--- src/rtl/move_rotate_return_pkg.sv ---
// Constants and types for the move, rotate and return execution slice
package move_rotate_return_pkg;
  localparam int WORD_W      = 14;
  localparam int DATA_W      = 8;
  localparam int ADDR_W      = 7;
  localparam int PC_W        = 13;
  localparam int STACK_DEPTH = 8;
  localparam int DEST_BIT    = 7;

  localparam logic [13:0] OPC_MOVE_MASK   = 14'h3f00;
  localparam logic [13:0] OPC_MOVE        = 14'h0800;
  localparam logic [13:0] OPC_ROT_LEFT    = 14'h0d00;
  localparam logic [13:0] OPC_ROT_RIGHT   = 14'h0c00;
  localparam logic [13:0] OPC_IDLE_MASK   = 14'h3f9f;
  localparam logic [13:0] OPC_IDLE        = 14'h0000;
  localparam logic [13:0] OPC_RET_INT     = 14'h0009;
  localparam logic [13:0] OPC_RET_IMM_MSK = 14'h3c00;
  localparam logic [13:0] OPC_RET_IMM     = 14'h3400;

  localparam logic [7:0]  ACC_RESET    = 8'h00;
  localparam logic [12:0] PC_RESET     = 13'h0000;
  localparam logic        INT_EN_RESET = 1'b0;
  localparam logic        FLAG_RESET   = 1'b0;

  typedef enum {
    op_move,
    op_idle,
    op_return_interrupt,
    op_return_immediate,
    op_rotate_left,
    op_rotate_right,
    op_other
  } op_type;

  typedef enum {
    st_execute,
    st_flush
  } state_type;
endpackage

--- src/rtl/call_stack.sv ---
// Circular hardware call stack with push and pop
module call_stack #(
  parameter int DEPTH  = move_rotate_return_pkg::STACK_DEPTH,
  parameter int WIDTH  = move_rotate_return_pkg::PC_W
) (
  // Clock and reset
  input  wire logic                     sys_clk,
  input  wire logic                     rst,
  // Stack operations
  input  wire logic                     push,
  input  wire logic [WIDTH-1:0]         push_data,
  input  wire logic                     pop,
  // State
  output logic      [WIDTH-1:0]         top,
  output logic      [$clog2(DEPTH)-1:0] level
);
  localparam int PW = $clog2(DEPTH);

  logic [WIDTH-1:0] mem [DEPTH];
  logic [PW-1:0]    ptr_reg;
  logic [PW-1:0]    top_idx;

  assign top_idx = ptr_reg - PW'(1);
  assign top     = mem[top_idx];
  assign level   = ptr_reg;

  // Pointer wraps around
  always_ff @(posedge sys_clk) begin
    if (rst) begin
      ptr_reg <= '0;
    end else if (push && !pop) begin
      ptr_reg <= ptr_reg + PW'(1);
    end else if (pop && !push) begin
      ptr_reg <= top_idx;
    end
  end

  // Push with pop replaces the top entry
  always_ff @(posedge sys_clk) begin
    if (push && pop) begin
      mem[top_idx] <= push_data;
    end else if (push) begin
      mem[ptr_reg] <= push_data;
    end
  end
endmodule

--- src/rtl/move_rotate_return_exec.sv ---
// Execution of move, idle, rotate and return instructions
module move_rotate_return_exec #(
  parameter int STACK_DEPTH = move_rotate_return_pkg::STACK_DEPTH
) (
  // Clock and reset
  input  wire logic                                     sys_clk,
  input  wire logic                                     rst,
  // Instruction and operand
  input  wire logic                                     instr_valid,
  input  wire logic [move_rotate_return_pkg::WORD_W-1:0] instr_word,
  input  wire logic [move_rotate_return_pkg::DATA_W-1:0] file_rdata,
  output logic                                          instr_ready,
  output logic                                          done,
  output logic                                          unhandled,
  // Call stack push from call logic
  input  wire logic                                     call_push,
  input  wire logic [move_rotate_return_pkg::PC_W-1:0]   call_addr,
  // Interrupt entry clears the enable
  input  wire logic                                     int_enable_clear,
  // File register write back
  output logic                                          file_we,
  output logic      [move_rotate_return_pkg::ADDR_W-1:0] file_waddr,
  output logic      [move_rotate_return_pkg::DATA_W-1:0] file_wdata,
  // Core state
  output logic      [move_rotate_return_pkg::DATA_W-1:0] acc,
  output logic                                          zero_flag,
  output logic                                          carry_flag,
  output logic                                          global_interrupt_enable,
  output logic      [move_rotate_return_pkg::PC_W-1:0]   pc
);
  localparam int DW = move_rotate_return_pkg::DATA_W;
  localparam int AW = move_rotate_return_pkg::ADDR_W;
  localparam int PW = move_rotate_return_pkg::PC_W;

  function automatic move_rotate_return_pkg::op_type decode(input logic [13:0] w);
    move_rotate_return_pkg::op_type r;
    r = move_rotate_return_pkg::op_other;
    if ((w & move_rotate_return_pkg::OPC_MOVE_MASK) == move_rotate_return_pkg::OPC_MOVE) begin
      r = move_rotate_return_pkg::op_move;
    end else if ((w & move_rotate_return_pkg::OPC_MOVE_MASK) == move_rotate_return_pkg::OPC_ROT_LEFT) begin
      r = move_rotate_return_pkg::op_rotate_left;
    end else if ((w & move_rotate_return_pkg::OPC_MOVE_MASK) == move_rotate_return_pkg::OPC_ROT_RIGHT) begin
      r = move_rotate_return_pkg::op_rotate_right;
    end else if (w == move_rotate_return_pkg::OPC_RET_INT) begin
      r = move_rotate_return_pkg::op_return_interrupt;
    end else if ((w & move_rotate_return_pkg::OPC_IDLE_MASK) == move_rotate_return_pkg::OPC_IDLE) begin
      r = move_rotate_return_pkg::op_idle;
    end else if ((w & move_rotate_return_pkg::OPC_RET_IMM_MSK) == move_rotate_return_pkg::OPC_RET_IMM) begin
      r = move_rotate_return_pkg::op_return_immediate;
    end
    return r;
  endfunction

  move_rotate_return_pkg::op_type    op_now;
  move_rotate_return_pkg::state_type state_reg;
  logic                              accept;
  logic                              dest_file;
  logic                              is_return;
  logic [AW-1:0]                     f_addr;
  logic [DW-1:0]                     rot_left_val;
  logic [DW-1:0]                     rot_right_val;
  logic [PW-1:0]                     stack_top;
  logic [$clog2(STACK_DEPTH)-1:0]    stack_level;

  logic          instr_ready_reg;
  logic          done_reg;
  logic          unhandled_reg;
  logic          file_we_reg;
  logic [AW-1:0] file_waddr_reg;
  logic [DW-1:0] file_wdata_reg;
  logic [DW-1:0] acc_reg;
  logic          zero_reg;
  logic          carry_reg;
  logic          int_enable_reg;
  logic [PW-1:0] pc_reg;

  assign op_now        = decode(instr_word);
  assign accept        = instr_valid && instr_ready_reg;
  assign dest_file     = instr_word[move_rotate_return_pkg::DEST_BIT];
  assign f_addr        = instr_word[AW-1:0];
  assign rot_left_val  = {file_rdata[DW-2:0], carry_reg};
  assign rot_right_val = {carry_reg, file_rdata[DW-1:1]};
  assign is_return     = accept && (op_now == move_rotate_return_pkg::op_return_interrupt ||
                                    op_now == move_rotate_return_pkg::op_return_immediate);

  call_stack #(
    .DEPTH (STACK_DEPTH),
    .WIDTH (PW)
  ) u_stack (
    .sys_clk   (sys_clk),
    .rst       (rst),
    .push      (call_push),
    .push_data (call_addr),
    .pop       (is_return),
    .top       (stack_top),
    .level     (stack_level)
  );

  // Sequencing of two-cycle returns
  always_ff @(posedge sys_clk) begin
    if (rst) begin
      state_reg       <= move_rotate_return_pkg::st_execute;
      instr_ready_reg <= 1'b1;
      done_reg        <= 1'b0;
    end else begin
      unique case (state_reg)
        move_rotate_return_pkg::st_execute: begin
          if (is_return) begin
            state_reg       <= move_rotate_return_pkg::st_flush;
            instr_ready_reg <= 1'b0;
            done_reg        <= 1'b0;
          end else begin
            done_reg <= accept;
          end
        end
        move_rotate_return_pkg::st_flush: begin
          state_reg       <= move_rotate_return_pkg::st_execute;
          instr_ready_reg <= 1'b1;
          done_reg        <= 1'b1;
        end
      endcase
    end
  end

  // Accumulator and file write back
  always_ff @(posedge sys_clk) begin
    if (rst) begin
      acc_reg        <= move_rotate_return_pkg::ACC_RESET;
      file_we_reg    <= 1'b0;
      file_waddr_reg <= '0;
      file_wdata_reg <= '0;
      unhandled_reg  <= 1'b0;
    end else begin
      file_we_reg   <= 1'b0;
      unhandled_reg <= accept && op_now == move_rotate_return_pkg::op_other;
      if (accept) begin
        unique case (op_now)
          move_rotate_return_pkg::op_move: begin
            if (dest_file) begin
              file_we_reg    <= 1'b1;
              file_waddr_reg <= f_addr;
              file_wdata_reg <= file_rdata;
            end else begin
              acc_reg <= file_rdata;
            end
          end
          move_rotate_return_pkg::op_rotate_left: begin
            if (dest_file) begin
              file_we_reg    <= 1'b1;
              file_waddr_reg <= f_addr;
              file_wdata_reg <= rot_left_val;
            end else begin
              acc_reg <= rot_left_val;
            end
          end
          move_rotate_return_pkg::op_rotate_right: begin
            if (dest_file) begin
              file_we_reg    <= 1'b1;
              file_waddr_reg <= f_addr;
              file_wdata_reg <= rot_right_val;
            end else begin
              acc_reg <= rot_right_val;
            end
          end
          move_rotate_return_pkg::op_return_immediate: begin
            acc_reg <= instr_word[DW-1:0];
          end
          default: begin
          end
        endcase
      end
    end
  end

  // Status flags
  always_ff @(posedge sys_clk) begin
    if (rst) begin
      zero_reg  <= move_rotate_return_pkg::FLAG_RESET;
      carry_reg <= move_rotate_return_pkg::FLAG_RESET;
    end else if (accept) begin
      if (op_now == move_rotate_return_pkg::op_move) begin
        zero_reg <= (file_rdata == '0);
      end
      if (op_now == move_rotate_return_pkg::op_rotate_left) begin
        carry_reg <= file_rdata[DW-1];
      end
      if (op_now == move_rotate_return_pkg::op_rotate_right) begin
        carry_reg <= file_rdata[0];
      end
    end
  end

  // Interrupt enable, set wins over clear
  always_ff @(posedge sys_clk) begin
    if (rst) begin
      int_enable_reg <= move_rotate_return_pkg::INT_EN_RESET;
    end else if (accept && op_now == move_rotate_return_pkg::op_return_interrupt) begin
      int_enable_reg <= 1'b1;
    end else if (int_enable_clear) begin
      int_enable_reg <= 1'b0;
    end
  end

  // Program counter
  always_ff @(posedge sys_clk) begin
    if (rst) begin
      pc_reg <= move_rotate_return_pkg::PC_RESET;
    end else if (is_return) begin
      pc_reg <= stack_top;
    end else if (accept) begin
      pc_reg <= pc_reg + PW'(1);
    end
  end

  assign instr_ready             = instr_ready_reg;
  assign done                    = done_reg;
  assign unhandled               = unhandled_reg;
  assign file_we                 = file_we_reg;
  assign file_waddr              = file_waddr_reg;
  assign file_wdata              = file_wdata_reg;
  assign acc                     = acc_reg;
  assign zero_flag               = zero_reg;
  assign carry_flag              = carry_reg;
  assign global_interrupt_enable = int_enable_reg;
  assign pc                      = pc_reg;
endmodule

--- config.mk ---
export PLATFORM = sky130hd
export DESIGN_NAME = move_rotate_return_exec
export DESIGN_NICKNAME = d
export VERILOG_FILES = /design/src/rtl/move_rotate_return_pkg.sv /design/src/rtl/call_stack.sv /design/src/rtl/move_rotate_return_exec.sv
export SDC_FILE = /design/constraint.sdc
export NUM_CORES = 1
export LEC_CHECK = 0
export BUFFER_PORTS_ARGS = -buffer_cell sky130_fd_sc_hd__buf_2
export CORE_AREA = 3 3 156 113
export DETAILED_ROUTE_END_ITERATION = 6
export DIE_AREA = 0 0 159 116
export SLEW_MARGIN = 40
export SYNTH_ARGS = -nofsm -noshare
export SYNTH_HDL_FRONTEND = slang
export SYNTH_SLANG_ARGS = --single-unit
--- constraint.sdc ---
create_clock -name sys_clk -period 7.75 [get_ports sys_clk]
set_input_delay 0.3875 -clock sys_clk [delete_from_list [all_inputs] [get_ports sys_clk]]
set_output_delay 0.3875 -clock sys_clk [all_outputs]
set_load 0.05 [all_outputs]
# Word level (Yosys, flattened, before mapping)
# Memories as Yosys holds them, arrays and structs flattened.
# Index checks and enable logic that the tools add are counted.
# totals
mem_count	1
input_bits	40
ramBits	104
reg_bits	78
output_inout_bits	43
# classes
n_reduce_logical	29
n_eq_ne	21
n_bitwise	2
n_mux	37
add_sub_neg	3
# mem_list
name	words	width	read_ports	rd_clocked_by_memory_dff	wr	line_no	text
u_stack.mem	8	13	1	0	1	call_stack.sv:19	logic [WIDTH-1:0] mem [DEPTH];
# op_table
op	n
32-bit by 3-bit == test with 1-bit output (second input constant)	4
32-bit by 4-bit == test with 1-bit output (second input constant)	3
32-bit logical NOT	3
32-bit two-way mux	3
32-bit one-hot mux with 2 select lines	1
8-bit two-way mux	6
13-bit two-way mux	3
32-bit by 1-bit == test with 1-bit output (second input constant)	1
32-bit by 2-bit == test with 1-bit output (second input constant)	1
8-bit one-hot mux with 4 select lines	1
8-bit one-hot mux with 3 select lines	1
3-bit two-way mux	7
6-bit by 4-bit == test with 1-bit output (second input constant)	3
14-bit by 4-bit == test with 1-bit output (second input constant)	1
14-bit logical NOT	1
13-bit by 1-bit adder with 13-bit output (second input constant)	1
1-bit two-way mux	13
13-bit OR reduction	1
2-bit inequality test (second input constant)	6
5-bit AND reduction	2
8-bit logical NOT	1
2-bit nonzero test	4
1-bit logical AND	7
3-bit OR reduction	2
other kinds (12)	16

# Longest topological paths before layout
# depth
depth_word	15
mapped_depth	10

# Modules after synthesis
# Synthesis repeated with hierarchy kept, for this count alone.
# hier_totals
cells_unflattened	562
area_unflattened_um2	6771.5
# modules_own_cells
module	cells_each	area_per_inst_um2	n_inst
call_stack	284	4473.0	1
move_rotate_return_exec	278	2298.5	1

# Worst setup path before layout
# No wires, ideal clock.
# synth_timing
path_type	register -> register
start	register u_stack.ptr_reg[0] (netlist: u_stack.level[0])
end	memory u_stack.mem[0][0] (netlist name) (enable)
stages_incl_launch_ff	10
setup_ns	0.382
synth_period_minus_slack_ns	2.974
required_ns	7.368
setup_slack_ns	4.776
t_arrival_ns	2.591
path_buffers	4
path_cell_list	dfxtp_1 buf_2 buf_2 inv_1 ha_1 buf_2 buf_1 mux2i_1 o21bai_1 nor2_1
# synth_via
elab_chain_cells	2
# synth_rtl
element	line_no	text
from (decl)	call_stack.sv:20	logic [PW-1:0] ptr_reg;
from (signal assigned)	call_stack.sv:32	ptr_reg <= ptr_reg + PW'(1);
from (signal assigned)	call_stack.sv:34	ptr_reg <= top_idx;
3-bit by 1-bit subtractor with 3-bit output	call_stack.sv:23	assign top_idx = ptr_reg - PW'(1);
3-bit two-way mux (no source line) (*)	n/a	
to (decl)	call_stack.sv:19	
# Every way passes the cells marked *; elsewhere a longest branch is shown, timed or not.

# Worst setup path after layout
# layout_timing
start	input instr_word[10] (netlist name)
end	memory u_stack.mem[2][9] (netlist name) (enable)
# layout_via
elab_chain_cells	15
# layout_rtl
element	line_no	text
from (decl)	move_rotate_return_exec.sv:10	input wire logic [move_rotate_return_pkg::WORD_W-1:0] instr_word,
4-bit == test	move_rotate_return_exec.sv:48	end else if ((w & move_rotate_return_pkg::OPC_RET_IMM_MSK) == move_rotate_return_pkg::OPC_RET_IMM) begin
3-bit two-way mux	move_rotate_return_exec.sv:48	
3-bit two-way mux	move_rotate_return_exec.sv:46	end else if ((w & move_rotate_return_pkg::OPC_IDLE_MASK) == move_rotate_return_pkg::OPC_IDLE) begin
3-bit two-way mux	move_rotate_return_exec.sv:44	end else if (w == move_rotate_return_pkg::OPC_RET_INT) begin
3-bit two-way mux	move_rotate_return_exec.sv:42	end else if ((w & move_rotate_return_pkg::OPC_MOVE_MASK) == move_rotate_return_pkg::OPC_ROT_RIGHT) begin
32-bit two-way mux	move_rotate_return_exec.sv:40	end else if ((w & move_rotate_return_pkg::OPC_MOVE_MASK) == move_rotate_return_pkg::OPC_ROT_LEFT) begin
32-bit two-way mux (*)	move_rotate_return_exec.sv:38	if ((w & move_rotate_return_pkg::OPC_MOVE_MASK) == move_rotate_return_pkg::OPC_MOVE) begin
32-bit by 3-bit == test with 1-bit output, on equally long branches	move_rotate_return_exec.sv:83, move_rotate_return_exec.sv:84	
1-bit logical OR (*)	move_rotate_return_exec.sv:83	assign is_return = accept && (op_now == move_rotate_return_pkg::op_return_interrupt ||
1-bit logical AND (*)	move_rotate_return_exec.sv:83	
1-bit logical AND (*)	call_stack.sv:40	if (push && pop) begin
1-bit two-way mux	call_stack.sv:40	
1-bit two-way mux (not written as such)	call_stack.sv:43	mem[ptr_reg] <= push_data;
13-bit OR reduction (no source line)	n/a	
3-bit two-way mux (no source line) or 1-bit two-way mux (tied branches)	n/a	
# Marks and branches as above.

==> tab_implementation.tex <==
\begin{tabular}{lr}
\hline
Metric & Value \\
\hline
\multicolumn{2}{l}{\textbf{Synthesis}} \\
Top post-synthesis cells by area & edfxtp\_1 (48\%), dfxtp\_1 (15\%), mux4\_2 (8.4\%) \\
Post-synthesis register bit count & 151 \\
Number of instances in the synthesized netlist & 467 \\
Fraction of registers with async set/reset & 0 \\
Primary FF master, synth & edfxtp\_1 \\
Count of flip-flops with a built-in enable after synthesis & 104 \\
Syn Std Cell Area & around 0.0065 mm2 \\
Top post-synthesis cells by count & edfxtp\_1 (104), dfxtp\_1 (47), nor2\_1 (42) \\
Yosys Warn Count & 0 \\
Biggest area consumer among synthesized cells & edfxtp\_1 \\
Avg Synthesized Cell Area & around 14 um2 \\
Most frequent cell after synthesis & edfxtp\_1 \\
Syn nets & between 500 and 600 \\
Area share of the largest cell type after synthesis & 0.483 \\
Number of different library cells in the post-synthesis netlist & 61 \\
Fraction of the yosys area taken by sequential cells & 0.629 \\
\multicolumn{2}{l}{\textbf{Placed design}} \\
Number of I/O port buffers & 82 \\
Post-DP Area & approximately 0.0071 mm2 \\
Global placement routability congestion & 0.932 \\
DP Wirelength & 11.1 mm \\
\multicolumn{2}{l}{\textbf{Floorplanning}} \\
Floorplan core area & 0.0162 mm2 \\
Count of boundary I/O pins & between 80 and 90 \\
X dimension of the die & 159 um \\
Number of placement rows & 39 \\
Vertical die dimension & 116 um \\
Die area & 0.0184 mm2 \\
Initial core utilization & 0.399 \\
\multicolumn{2}{l}{\textbf{STA}} \\
Period utilisation layout & 0.456 \\
Clock skew after layout & 0.0107 ns \\
Worst-case headroom to the max-slew limit & 0.459 \\
Count of pins over their slew limit & 0 \\
Worst hold slack after final layout & 0.215 ns \\
TNS Setup & 0 ns \\
Post-route minimum period & approximately 3.5 ns \\
Transition at the pin with the smallest max-transition slack & 0.811 ns \\
Maximum clock frequency & between 200 and 300 MHz \\
Final hold violation count & 0 \\
Setup repair after global routing missed its margin & false \\
Final setup violating endpoints & 0 \\
\multicolumn{2}{l}{\textbf{Global route}} \\
Grt ovf & 0 \\
First-pass GRT wire length & about 24 mm \\
Largest net degree at the start of global routing & 51 \\
Number of global-route vias before repair & 4,116 \\
Antenna violations before repair & 0 \\
GRT Util Overall & 0.177 \\
\multicolumn{2}{l}{\textbf{Clock network}} \\
Clock Path Buffers & 2 \\
Latest clock arrival within the worst-skew pair & 0.43 ns \\
Hold buffer count at cts & 0 \\
Clock root buffer master & clkbuf\_16 \\
Post-CTS setup buffer count & 0 \\
Clock input transition at the sequential cells of the worst setup and hold paths & 0.07 ns \\
CTS-repair resized insts & 0 \\
Total number of H-tree levels & 4 \\
Clock Sink Count & 151 \\
CTS tree & yes \\
Number of buffers created by CTS & 17 \\
\multicolumn{2}{l}{\textbf{Drt}} \\
DRC violations left & 0 \\
Routed vias/inst & 5.49 \\
Per-cell routed wire length & 20.4 um \\
Remaining antenna violation count & 0 \\
Wire length after detailed routing & 15.9 mm \\
Routed vias & 4,290 \\
Initial DRC Count & 402 \\
Length of the first detailed-routing pass in iterations & 6 \\
\multicolumn{2}{l}{\textbf{Final layout}} \\
Count of antenna diodes in the layout & 0 \\
Filler Cells Inserted & 1,471 \\
Flip-flop count of the largest register after layout & 104 \\
Total non-filler cell area in the finished layout & 0.00761 mm2 \\
Share of layout cells above drive strength 1 & 0.288 \\
Area grow syn2layout & 17.8\% \\
Final net count & 589 \\
\multicolumn{2}{l}{\textbf{Worst hold path}} \\
Hold Path Cell Cnt & 3 \\
Class of the tightest hold or removal check & input pin to flop \\
\multicolumn{2}{l}{\textbf{Pwr}} \\
VDD IR max & about 150 uV \\
Cell area power density & 260 mW/mm2 \\
LEAKAGE & 2.69 nW \\
\multicolumn{2}{l}{\textbf{Run status}} \\
Outcome & complete, no violations \\
\multicolumn{2}{l}{\textbf{Critical path}} \\
Required time worst endpoint & 7.80 ns \\
Register-to-Register Setup Slack & 4.35 ns \\
Type of the setup path with the least slack & input pin to flop \\
Type of origin of the critical path & input pin \\
Worst R2R Path Depth & 7 \\
Crit path capture type & flop \\
CP Max Fanout & 21 \\
Critical path arrival & 3.59 ns \\
\multicolumn{2}{l}{\textbf{Flow run}} \\
Max-Cap Viols & 0 \\
\hline
\end{tabular}
==> path summary, 6_finish.rpt <==
| kind | startpoint | to |
|---|---|---|
| worst max-delay path | instr_word[10] | u_stack.mem[2][9] |
| worst min-delay path | instr_word[5] | file_waddr[5] |
| worst max register to register | instr_ready | u_stack.mem[2][9] |
| worst min register to register | file_wdata[4] | file_wdata[4] |
==> metrics by stage <==
stage	total power [mW]	utilization	std cells	worst slack, ns
after floorplan	1.13	-	467	4.78
after global routing	2.05	0.470	781	3.93
after CTS	1.99	0.470	781	4.27
after detailed placement	1.23	0.436	749	3.84
final	1.98	0.470	781	4.22
after global placement	1.22	0.434	749	3.49
==> cells by family (layout without fill, tap and decap cells) <==
| logic type | Yosys count | in the layout | synth area share |
|---|---|---|---|
| flops | 151 | 151 | 0.629 |
| simple gates | 131 | 131 | 0.0981 |
| compound gates | 82 | 82 | 0.0931 |
| mux | 51 | 51 | 0.126 |
| buf+inv | 35 | 124 | 0.0250 |
| xor+xnor | 11 | 11 | 0.0178 |
| fa+ha+maj | 6 | 6 | 0.0116 |
==> placed cells by master (no fill, tap or decap), types with 3 or more instances in the layout <==
master,Yosys,final
dfxtp_1,47,46
nor2_1,42,34
nand3_1,9,9
xnor2_1,6,6
ha_1,6,5
inv_6,0,3
inv_1,9,9
nor3_1,8,8
nor2_2,2,10
o211ai_1,9,9
nand2_1,40,40
inv_8,0,3
a221oi_1,8,8
clkinv_4,0,3
xor2_1,4,4
edfxtp_1,104,104
mux4_2,24,24
clkinv_2,0,3
mux2i_1,25,25
a21oi_1,19,19
and3_1,4,4
nor4_1,4,4
nand4_1,6,6
clkbuf_16,0,17
a211oi_1,17,17
buf_2,12,81
==> critical path: stages <==
cell and delay, ns:
buf_2 0.15, nor4_2 0.36, nand4_1 0.29, a21oi_4 0.55, inv_1 0.23, ha_1 0.34
mux2i_1 0.21, o21ai_0 0.31, nor2_2 0.74
==> per-layer routing <==
metal  share of wire  track usage  vias to the layer above  wire length (um)
li1                -            -                     1983                 -
met1            0.48        0.258                     2135              7700
met2            0.43        0.249                      156              6790
met3           0.081       0.0625                       16              1290
met4           0.010       0.0519                        0               163
met5               0            0                        -                 0
==> where the power goes <==
part | leakage [nW] | internal [mW] | switching (mW) | total [mW]
clock | 0.267 | 0.416 | 0.351 | 0.767
sequential | 1.33 | 0.904 | 0.0252 | 0.929
combinational | 1.10 | 0.109 | 0.173 | 0.281
total | 2.69 | 1.43 | 0.549 | 1.98
==> area by class of cell <==
type	count	area, um2	share of cell area
clock buffers	17	425	0.0559
clock inverters	15	120	0.0158
inverters	10	37.5	0.00493
multi-input cells	281	2270	0.298
flip-flops and latches	151	4070	0.534
well taps	225	282	0.0370
repair buffers	82	413	0.0542
Note: power is estimated with default switching activity, not from simulation.
